**src/apm_pkg.sv**
```systemverilog
package apm_pkg;
	localparam logic [6:0] ADDR_STATUS = 7'h01;
	localparam logic [6:0] ADDR_CONTROL = 7'h04;
	localparam logic [6:0] ADDR_CFG_ONE = 7'h05;
	localparam logic [6:0] ADDR_CFG_TWO = 7'h06;
	localparam logic [7:0] RESET_CODE = 8'h58;
	localparam logic [7:0] CFG_ONE_RST = 8'h00;
	localparam logic [7:0] CFG_TWO_RST = 8'h01;
	localparam int ST_POR = 0;
	localparam int ST_ALV = 1;
	localparam int ST_PDN = 2;
	localparam int ST_STBY = 3;
	localparam int ST_RDY = 4;
	localparam int C1_CM = 0;
	localparam int C1_3W = 1;
	localparam int C2_SPEED = 0;
	localparam int C2_STBY = 1;
	localparam int C2_PDN = 2;
	localparam int P_SCLK = 0;
	localparam int P_CS = 1;
	localparam int P_SDI = 2;
	localparam int P_RST = 3;
	localparam int P_START = 4;
	localparam int P_DIO = 5;
	localparam int P_ANA = 6;
	localparam int PIN_W = 10;
	localparam int FRAME_BITS = 16;
	localparam int PATTERN_ONE_ONES = 1023;
	localparam int PATTERN_TWO_ONES = 1024;
	localparam int PATTERN_BITS = 1024;
	localparam int ONES_W = 11;
	localparam int STANDBY_EXTRA = 24;
	localparam int INIT_CYCLES = 8;
	localparam int CONVERSION_READY_N_LOW_CYCLES = 4;
	localparam int CONV_HS = 64;
	localparam int CONV_LS = 512;
	localparam int CLK_PERIOD_NS = 100;
	localparam int SCLK_PERIOD_NS = 800;
	localparam int SCLK_HALF_CYCLES = SCLK_PERIOD_NS / (2 * CLK_PERIOD_NS);
	localparam logic [3:0] A_FRAME = 4'h0;
	localparam logic [3:0] A_PATTERN = 4'h4;
	localparam logic [3:0] A_PINS = 4'h8;
	localparam logic [3:0] A_STATUS = 4'hc;
	localparam logic [1:0] RESP_OKAY = 2'h0;
	localparam logic [1:0] RESP_SLVERR = 2'h2;
endpackage

```
**src/apm_link_if.sv**
```systemverilog
`timescale 1ns/1ns
interface apm_link_if;
	logic sclk;
	logic cs_n;
	logic sdi;
	logic sdo;
	logic sdo_oe;
	logic sdo_line;
	logic reset_n;
	logic start;
	logic conversion_ready_n;
	// Undriven data-out line floats high through the pull-up
	assign sdo_line = sdo_oe ? sdo : 1'b1;
	modport dev(input sclk, input cs_n, input sdi, input reset_n, input start,
		output sdo, output sdo_oe, output conversion_ready_n);
	modport host(output sclk, output cs_n, output sdi, output reset_n, output start,
		input sdo_line, input conversion_ready_n);
endinterface

```
**src/apm_device_end.sv**
```systemverilog
// Function
// - Digital supply cycling resets; analog supplies do not
// - Raise ready after reset; convert if start high
// - Power-on flag sets on reset, write-one clears
// - Any analog monitor low sets sticky flag
// - Digital supply loss also sets analog flag
// - Common-mode output follows its enable bit
// - Speed bit selects high or low clock
// - Idle keeps sampling, stops only filter
// - Standby bit stops sampling while conversions stopped
// - Leaving standby adds 24 cycles to latency
// - Power-down stops everything but serial port, registers, common-mode output
// - Writing zero or any reset leaves power-down
// - Any reset restarts logic and restores registers
// - Reset pin low then high resets device
// - Writing code 58h to control register resets
// - Four-wire resets at chip select, three-wire last edge
// - Host uses write reset only when aligned
// - Zero after 1023 ones resets on falling edge
// - Four-wire: 1024 ones then chip select resets
// - Daisy chains use the ones-then-select pattern
//
// The placing of the registers and the AXI4-Lite slave port were left to the implementer.
`timescale 1ns/1ns
module apm_device_end
	import apm_pkg::*;
	#(
	parameter int CONV_HS_CYCLES = CONV_HS,
	parameter int CONV_LS_CYCLES = CONV_LS
	)
	(
	input wire logic aclk,
	input wire logic aresetn,
	apm_link_if.dev link,
	input wire logic digital_io_supply_ok,
	input wire logic [3:0] analog_supply_ok,
	output logic common_mode_output,
	output logic sampling_active,
	output logic filter_active,
	output logic analog_powered,
	output logic speed_high
	);
	typedef struct packed {
		logic [PIN_W-1:0] sy1;
		logic [PIN_W-1:0] sy2;
		logic sclk_d;
		logic cs_d;
	} apm_dev_io_t;
	typedef struct packed {
		logic por_flag;
		logic analog_low_voltage_flag;
		logic [7:0] cfg_one;
		logic [7:0] cfg_two;
		logic [15:0] shift;
		logic [4:0] bits;
		logic rd_mode;
		logic [7:0] rd_data;
		logic reset_at_cs;
		logic sdo;
		logic sdo_oe;
		logic [3:0] init_cnt;
		logic ready;
		logic converting;
		logic standby;
		logic [9:0] cnv_cnt;
		logic [2:0] low_cnt;
		logic conversion_ready_n_n;
		logic cm_out;
		logic sampling;
		logic filter_on;
		logic powered;
		logic speed;
	} apm_dev_core_t;
	typedef struct packed {
		apm_dev_io_t io;
		apm_dev_core_t c;
	} apm_dev_state_t;
	// Both flags come up set at aresetn; por_flag makes every reset, whatever its source, visible afterwards
	localparam apm_dev_core_t CORE_RST = '{default: '0, por_flag: 1'b1, analog_low_voltage_flag: 1'b1,
		cfg_one: CFG_ONE_RST, cfg_two: CFG_TWO_RST};
	// Synchronisers start at the idle pin levels so no false chip-select edge follows reset
	localparam logic [PIN_W-1:0] PINS_IDLE = 10'h3ea;
	localparam apm_dev_io_t IO_RST = '{sy1: PINS_IDLE, sy2: PINS_IDLE, sclk_d: 1'b0,
		cs_d: 1'b1};
	apm_dev_state_t s;
	apm_dev_state_t next_s;
	logic [PIN_W-1:0] pins;
	logic sclk_fall;
	logic sclk_rise;
	logic cs_rise;
	logic three_w;
	logic sel;
	logic shift_en;
	logic wr_rst;
	logic pat_rst;
	logic dev_rst;
	logic alv_evt;
	logic pd;
	logic run;
	logic [9:0] period;
	logic [15:0] frame;
	logic [7:0] rd_val;
	logic ones_zero;
	logic ones_cs;

	assign pins = {analog_supply_ok, digital_io_supply_ok, link.start, link.reset_n,
		link.sdi, link.cs_n, link.sclk};
	assign link.sdo = s.c.sdo;
	assign link.sdo_oe = s.c.sdo_oe;
	assign link.conversion_ready_n = s.c.conversion_ready_n_n;
	assign common_mode_output = s.c.cm_out;
	assign sampling_active = s.c.sampling;
	assign filter_active = s.c.filter_on;
	assign analog_powered = s.c.powered;
	assign speed_high = s.c.speed;

	apm_ones_counter u_ones (
		.aclk(aclk),
		.aresetn(aresetn),
		.clear(dev_rst),
		.shift_en(shift_en),
		.bit_in(s.io.sy2[P_SDI]),
		.ge_zero_run(ones_zero),
		.ge_cs_run(ones_cs)
	);

	always_comb
	begin
		next_s = s;
		wr_rst = 1'b0;
		pat_rst = 1'b0;
		next_s.io.sy1 = pins;
		next_s.io.sy2 = s.io.sy1;
		next_s.io.sclk_d = s.io.sy2[P_SCLK];
		next_s.io.cs_d = s.io.sy2[P_CS];
		three_w = s.c.cfg_one[C1_3W];
		sclk_fall = s.io.sclk_d && !s.io.sy2[P_SCLK];
		sclk_rise = !s.io.sclk_d && s.io.sy2[P_SCLK];
		cs_rise = !s.io.cs_d && s.io.sy2[P_CS] && !three_w;
		// Three-wire has no framing pin, so every clock edge belongs to a frame
		sel = three_w || !s.io.sy2[P_CS];
		shift_en = sel && sclk_fall;
		frame = {s.c.shift[14:0], s.io.sy2[P_SDI]};
		alv_evt = !(&s.io.sy2[P_ANA +: 4]);
		pd = s.c.cfg_two[C2_PDN];
		period = s.c.cfg_two[C2_SPEED] ? 10'(CONV_HS_CYCLES) : 10'(CONV_LS_CYCLES);
		run = s.c.ready && !pd && s.io.sy2[P_START];
		rd_val = 8'h00;
		case (frame[6:0])
			ADDR_STATUS:
			begin
				rd_val[ST_POR] = s.c.por_flag;
				rd_val[ST_ALV] = s.c.analog_low_voltage_flag;
				rd_val[ST_PDN] = pd;
				rd_val[ST_STBY] = s.c.standby;
				rd_val[ST_RDY] = s.c.ready;
			end
			ADDR_CFG_ONE:
				rd_val = s.c.cfg_one;
			ADDR_CFG_TWO:
				rd_val = s.c.cfg_two;
			default:
				rd_val = 8'h00;
		endcase
		if (cs_rise)
		begin
			next_s.c.bits = 5'd0;
			next_s.c.rd_mode = 1'b0;
			next_s.c.sdo_oe = 1'b0;
			next_s.c.reset_at_cs = 1'b0;
			wr_rst = s.c.reset_at_cs;
			pat_rst = ones_cs;
		end
		if (shift_en)
		begin
			next_s.c.shift = frame;
			next_s.c.bits = s.c.bits + 5'd1;
			if (!s.io.sy2[P_SDI] && ones_zero)
				pat_rst = 1'b1;
			if (s.c.bits == 5'd7)
			begin
				next_s.c.rd_mode = frame[7];
				next_s.c.rd_data = rd_val;
			end
			if (s.c.bits == 5'(FRAME_BITS - 1))
			begin
				next_s.c.bits = 5'd0;
				next_s.c.rd_mode = 1'b0;
				if (!s.c.rd_mode)
				begin
					case (frame[14:8])
						ADDR_STATUS:
						begin
							if (frame[ST_POR])
								next_s.c.por_flag = 1'b0;
							if (frame[ST_ALV])
								next_s.c.analog_low_voltage_flag = 1'b0;
						end
						ADDR_CONTROL:
							if (frame[7:0] == RESET_CODE)
							begin
								if (three_w)
									wr_rst = 1'b1;
								else
									next_s.c.reset_at_cs = 1'b1;
							end
						ADDR_CFG_ONE:
							next_s.c.cfg_one = frame[7:0];
						ADDR_CFG_TWO:
							next_s.c.cfg_two = frame[7:0];
						default:
							next_s.c.rd_mode = 1'b0;
					endcase
				end
			end
		end
		// Data bits leave on rising edges so the host sees them settled at the next one
		if (sel && sclk_rise)
		begin
			if (s.c.rd_mode && s.c.bits >= 5'd8)
			begin
				next_s.c.sdo = s.c.rd_data[7];
				next_s.c.rd_data = {s.c.rd_data[6:0], 1'b0};
				next_s.c.sdo_oe = 1'b1;
			end
			else
				next_s.c.sdo_oe = 1'b0;
		end
		if (alv_evt)
			next_s.c.analog_low_voltage_flag = 1'b1;
		if (s.c.low_cnt != 3'd0)
		begin
			next_s.c.low_cnt = s.c.low_cnt - 3'd1;
			if (s.c.low_cnt == 3'd1)
				next_s.c.conversion_ready_n_n = 1'b1;
		end
		if (!s.c.ready)
		begin
			if (s.c.init_cnt == 4'(INIT_CYCLES - 1))
			begin
				next_s.c.ready = 1'b1;
				next_s.c.conversion_ready_n_n = 1'b1;
			end
			else
				next_s.c.init_cnt = s.c.init_cnt + 4'd1;
		end
		else if (run && !s.c.converting)
		begin
			next_s.c.converting = 1'b1;
			next_s.c.cnv_cnt = period + (s.c.standby ? 10'(STANDBY_EXTRA) : 10'd0);
			next_s.c.conversion_ready_n_n = 1'b1;
			next_s.c.low_cnt = 3'd0;
		end
		else if (s.c.converting)
		begin
			if (!run)
				next_s.c.converting = 1'b0;
			else if (s.c.cnv_cnt == 10'd0)
			begin
				next_s.c.conversion_ready_n_n = 1'b0;
				next_s.c.low_cnt = 3'(CONVERSION_READY_N_LOW_CYCLES);
				next_s.c.cnv_cnt = period - 10'd1;
			end
			else
				next_s.c.cnv_cnt = s.c.cnv_cnt - 10'd1;
		end
		next_s.c.standby = !run && s.c.ready && s.c.cfg_two[C2_STBY];
		next_s.c.filter_on = next_s.c.converting;
		next_s.c.sampling = !pd && !next_s.c.standby;
		next_s.c.powered = !pd;
		next_s.c.cm_out = s.c.cfg_one[C1_CM];
		next_s.c.speed = s.c.cfg_two[C2_SPEED];
		// Reset pin is held low as a level: the device stays reset until it rises
		dev_rst = !s.io.sy2[P_RST] || !s.io.sy2[P_DIO] || wr_rst || pat_rst;
		if (dev_rst)
		begin
			next_s.c = CORE_RST;
			next_s.c.analog_low_voltage_flag = s.c.analog_low_voltage_flag || alv_evt || !s.io.sy2[P_DIO];
		end
	end

	// Analog monitors only raise the flag; they never reach the reset path
	always_ff @(posedge aclk)
	begin
		if (!aresetn)
			s <= '{io: IO_RST, c: CORE_RST};
		else
			s <= next_s;
	end
endmodule

```
**src/apm_ones_counter.sv**
```systemverilog
`timescale 1ns/1ns
module apm_ones_counter
	import apm_pkg::*;
	#(
	parameter int W = ONES_W
	)
	(
	input wire logic aclk,
	input wire logic aresetn,
	input wire logic clear,
	input wire logic shift_en,
	input wire logic bit_in,
	output logic ge_zero_run,
	output logic ge_cs_run
	);
	typedef struct packed {
		logic [W-1:0] cnt;
	} apm_cnt_state_t;
	apm_cnt_state_t s;
	apm_cnt_state_t next_s;

	assign ge_zero_run = s.cnt >= W'(PATTERN_ONE_ONES);
	assign ge_cs_run = s.cnt >= W'(PATTERN_TWO_ONES);

	always_comb
	begin
		next_s = s;
		if (clear)
			next_s.cnt = '0;
		else if (shift_en)
		begin
			if (!bit_in)
				next_s.cnt = '0;
			else if (!(&s.cnt))
				next_s.cnt = s.cnt + 1'b1;
		end
	end

	always_ff @(posedge aclk)
	begin
		if (!aresetn)
			s <= '0;
		else
			s <= next_s;
	end
endmodule

```
**src/flat_wrapper.sv**
```systemverilog
// flat-port wrapper written by rule: the top's interface ports become plain ports
module apm_device_end_flat import apm_pkg::*;
#(
	parameter int CONV_HS_CYCLES = CONV_HS,
	parameter int CONV_LS_CYCLES = CONV_LS
	)
  (aclk, aresetn, digital_io_supply_ok, analog_supply_ok, common_mode_output, sampling_active, filter_active, analog_powered, speed_high, link_sclk, link_cs_n, link_sdi, link_reset_n, link_start, link_sdo, link_sdo_oe, link_conversion_ready_n);
  apm_link_if link_i ();
  input wire logic aclk;
  input wire logic aresetn;
  input wire logic digital_io_supply_ok;
  input wire logic [3:0] analog_supply_ok;
  output logic common_mode_output;
  output logic sampling_active;
  output logic filter_active;
  output logic analog_powered;
  output logic speed_high;
  input wire logic [$bits(link_i.sclk)-1:0] link_sclk;
  input wire logic [$bits(link_i.cs_n)-1:0] link_cs_n;
  input wire logic [$bits(link_i.sdi)-1:0] link_sdi;
  input wire logic [$bits(link_i.reset_n)-1:0] link_reset_n;
  input wire logic [$bits(link_i.start)-1:0] link_start;
  output wire logic [$bits(link_i.sdo)-1:0] link_sdo;
  output wire logic [$bits(link_i.sdo_oe)-1:0] link_sdo_oe;
  output wire logic [$bits(link_i.conversion_ready_n)-1:0] link_conversion_ready_n;
  assign link_i.sclk = link_sclk;
  assign link_i.cs_n = link_cs_n;
  assign link_i.sdi = link_sdi;
  assign link_i.reset_n = link_reset_n;
  assign link_i.start = link_start;
  assign link_sdo = link_i.sdo;
  assign link_sdo_oe = link_i.sdo_oe;
  assign link_conversion_ready_n = link_i.conversion_ready_n;
  apm_device_end #(.CONV_HS_CYCLES(CONV_HS_CYCLES), .CONV_LS_CYCLES(CONV_LS_CYCLES)) u_core (.aclk(aclk), .aresetn(aresetn), .link(link_i), .digital_io_supply_ok(digital_io_supply_ok), .analog_supply_ok(analog_supply_ok), .common_mode_output(common_mode_output), .sampling_active(sampling_active), .filter_active(filter_active), .analog_powered(analog_powered), .speed_high(speed_high));
endmodule
```
**config.mk**
```make
export PLATFORM = sky130hd
export DESIGN_NAME = apm_device_end_flat
export DESIGN_NICKNAME = d
export VERILOG_FILES = /design/src/apm_pkg.sv /design/src/apm_link_if.sv /design/src/apm_device_end.sv /design/src/apm_ones_counter.sv /design/src/flat_wrapper.sv
export SDC_FILE = /design/constraint.sdc
export NUM_CORES = 1
export LEC_CHECK = 0
export BUFFER_PORTS_ARGS = -buffer_cell sky130_fd_sc_hd__buf_2
export CAP_MARGIN = 0
export CORE_MARGIN = 1.5
export CORE_UTILIZATION = 45
export DETAILED_ROUTE_END_ITERATION = 8
export PLACE_DENSITY = 0.59
export SLEW_MARGIN = 10
export SYNTH_ARGS = -nofsm -noshare
export SYNTH_HDL_FRONTEND = slang
export SYNTH_SLANG_ARGS = --single-unit
```
**constraint.sdc**
```tcl
create_clock -name aclk -period 4.5 [get_ports aclk]
set_clock_uncertainty 0.1 [all_clocks]
set_input_delay 0.9 -clock aclk [delete_from_list [all_inputs] [get_ports aclk]]
set_output_delay 0.9 -clock aclk [all_outputs]
set_load 0.01 [all_outputs]
```
==> results.toml <==
[grt]
grt-ovfl-total = 0
grt_pass1_vias = 3354
antenna_found_initial = 0
grt_usage_pct = 17.7
grt_max_degree = 40
grt_first_pass_wirelength_mm = 15.9

[detailed_routing]
dr_total_vias = 3581
wl_per_cell_um = 14.1
routed_wl_mm = 9.37
ant_nets = 0
firstDrtPassIters = 5
drc = 0
first_iter_violations = 140
via_per_inst = 5.38

[worst_hold_path]
hold_path.class = "reg2reg"
min_from = "u_core.next_s[86]"
min_to = "u_core.s[86]"
hold_depth = 1

[clocking]
cts_made_buffers = 9
ctsLongestPathBuffers = 2
cts_resized = 0
ctsHoldBuffers = 0
cts_tree = "yes"
worstSkewPairLatency_ps = 380
ctsRootBufferMaster = "clkbuf_8"
cts.htree.levels = 3
cts_setup_buffers = 0
clkTransAtPathRegs_ps = 110
cts_sinks = 107

[timing]
hold_viol_final = 0
hold_ws_ps = 316
fin_ws_ps = 1560
fin_crit_ps = 2940
max_freq_mhz = 340
relSlewSlack_pct = 36.7
setup_viol = 0
rsz0062_at_grt = "no"
finalCritPeriodShare_pct = 65.4
finalSetupTns_ps = 0
drv_slew = 0
worst_slew_pin_slew_ps = 941

[power]
power.internal_mw = 1.29
p_switching_uw = 437
p_clk_share_pct = 35.8
ir_drop_mv = 0.207
p_leak_nw = 1.83
netSwitchingFraction_pct = 25.3
power_mw = 1.73
seqPwrFrac_pct = 57.1
pwr-share-comb_pct = 7.1
power_density_nw_per_um2 = 346

[critical_path]
r2r_end = "u_core.s[7]"
worst_setup_path_end_kind = "register"
crit_type = "reg2reg"
crit_family = "simple AND/OR/NAND/NOR gates"
critPathLaunchType = "register"
cp.arrival_ps = 3090
cp_data_required_time_ps = 4650
rr_worst_depth = 6
r2r_slack_ps = 1560
slowest_delay_ps = 670
critPathMaxFanout = 39
crit_buf_inv = 1
path_cells = "or4_1 > or3_4 > nor4_4 > a2111o_2 > buf_4 > a2111oi_0"
cp_slowest_cell = "a2111o_2"
r2r_start = "u_core.frame[11]"

[finish]
antenna_cells = 0
syn_to_final_growth_pct = 6.72
drive_above_1_share_pct = 9.45
finish.utilization_pct = 49.0
final_cell_count_no_fill = 665
most-common-layout-cells = "dfxtp_1, nor2_1, nand2_1, a21oi_1, nor3_1"
final_net_count = 544
layout_commonest_cell = "dfxtp_1"
fillCellCount = 994
stdcell_area_um2 = 4990

[synthesis]
avgSynthCellArea_um2 = 9.02
yosys.area.top_type = "dfxtp_1"
syn_area_um2 = 4670
synth_nets = 538
ys.flop_type = "dfxtp_1"
postSynth.asyncResetShare_pct = 0
syn_inst = 518
yosys-top-cells-area = "dfxtp_1, mux2i_1, nor2_1"
synthDominantCellAreaShare_pct = 45.8
ys_warn_count = 0
ys_seq_elements = 107
synth-edff-count = 0
ys_types = 57
yosysSeqAreaShare_pct = 45.8

[die]
die_h_um = 105
die_w_um = 105
io_pins = 20
die-area_um2 = 11000
rows = 37
core_area_um2 = 10200
start_util_pct = 45.9

[status]
status = "finished clean"

[place]
placed_area_um2 = 4780
placedCellCount = 649
port_buffers = 19
place_hpwl_mm = 6.36
detailedPlace.worstSlack_ps = 1530
gp_congestion = 0.812

[flow_run]
max_cap_violations = 0
-- state kept, by name (all words and copies together) (netlist names), named ones only --
name,flops
u_core.s,60
u_core.frame,15
u_core.next_s,12
u_core.u_ones.s,11
u_core.analog_powered,1
u_core.common_mode_output,1
u_core.link.conversion_ready_n,1
u_core.link.sdo,1
u_core.link.sdo_oe,1
u_core.pd,1
u_core.sampling_active,1
u_core.speed_high,1
-- worst max path at each step --
stage / startpoint / end / depth (start not counted)
finish: u_core.frame[11] / u_core.s[7] / 6
global route: u_core.frame[11] / u_core.s[7] / 6
CTS: u_core.frame[11] / u_core.s[7] / 6
detailed placement: u_core.frame[11] / u_core.link.conversion_ready_n / 6
global placement: u_core.frame[11] / u_core.link.conversion_ready_n / 6
floorplan: u_core.frame[11] / u_core.link.conversion_ready_n / 7
-- logic make-up after synthesis --
logic type                 after synthesis  synth area share (%)
DFF                                    107                  45.8
AOI/OAI and AO/OA                       95                  13.4
muxes                                   26                  5.62
and+or+nand+nor                        231                  26.1
buffers and inverters                   42                  5.27
adders and majority gates                8                  2.14
xor gates and xnor gates                 9                  1.69
-- Yosys cell counts (all sizes together) (2+ instances only) --
master / n
a2111oi: 2
a211oi: 4
a21boi: 2
a21o: 3
a21oi: 34
a221oi: 8
a22oi: 3
a2bb2oi: 3
a31oi: 5
and2: 10
and3: 8
and3b: 3
and4: 3
buf: 10
clkbuf: 19
dfxtp: 107
ha: 8
inv: 13
mux2: 2
mux2i: 24
nand2: 51
nand2b: 21
nand3: 15
nand3b: 5
nand4: 6
nor2: 55
nor2b: 6
nor3: 26
nor3b: 2
nor4: 12
nor4b: 3
o2111ai: 2
o211ai: 3
o21ai: 12
o22ai: 3
o2bb2ai: 4
xnor2: 7
xor2: 2
-- area by class of cell --
type,count,area (µm²),area share (%)
repair buffers,24,133,2.66
clock buffers,9,124,2.48
inverters,13,48.8,0.978
clock inverters,7,83.8,1.68
flip-flops and latches,107,2140,43.0
multi-input cells,369,2290,45.8
well taps,136,170,3.41
-- power groups by stage --
stage / registers (mW) / clock network [mW] / logic (mW)
3_3_place_gp: 1.01 / 0 / 0.119
6_report: 0.986 / 0.618 / 0.122
2_1_floorplan: 1.01 / 0 / 0.101
4_1_cts: 0.986 / 0.633 / 0.123
3_5_place_dp: 1.01 / 0 / 0.122
5_1_grt: 0.989 / 0.668 / 0.143
-- layer usage --
metal | track usage, % | share of wire [%]
met3 | 3.68 | 2.4
met2 | 30.4 | 47
met4 | 4.70 | 1.2
met5 | 0 | 0
met1 | 22.5 | 49
No activity file was read; power rests on OpenSTA's default activity.
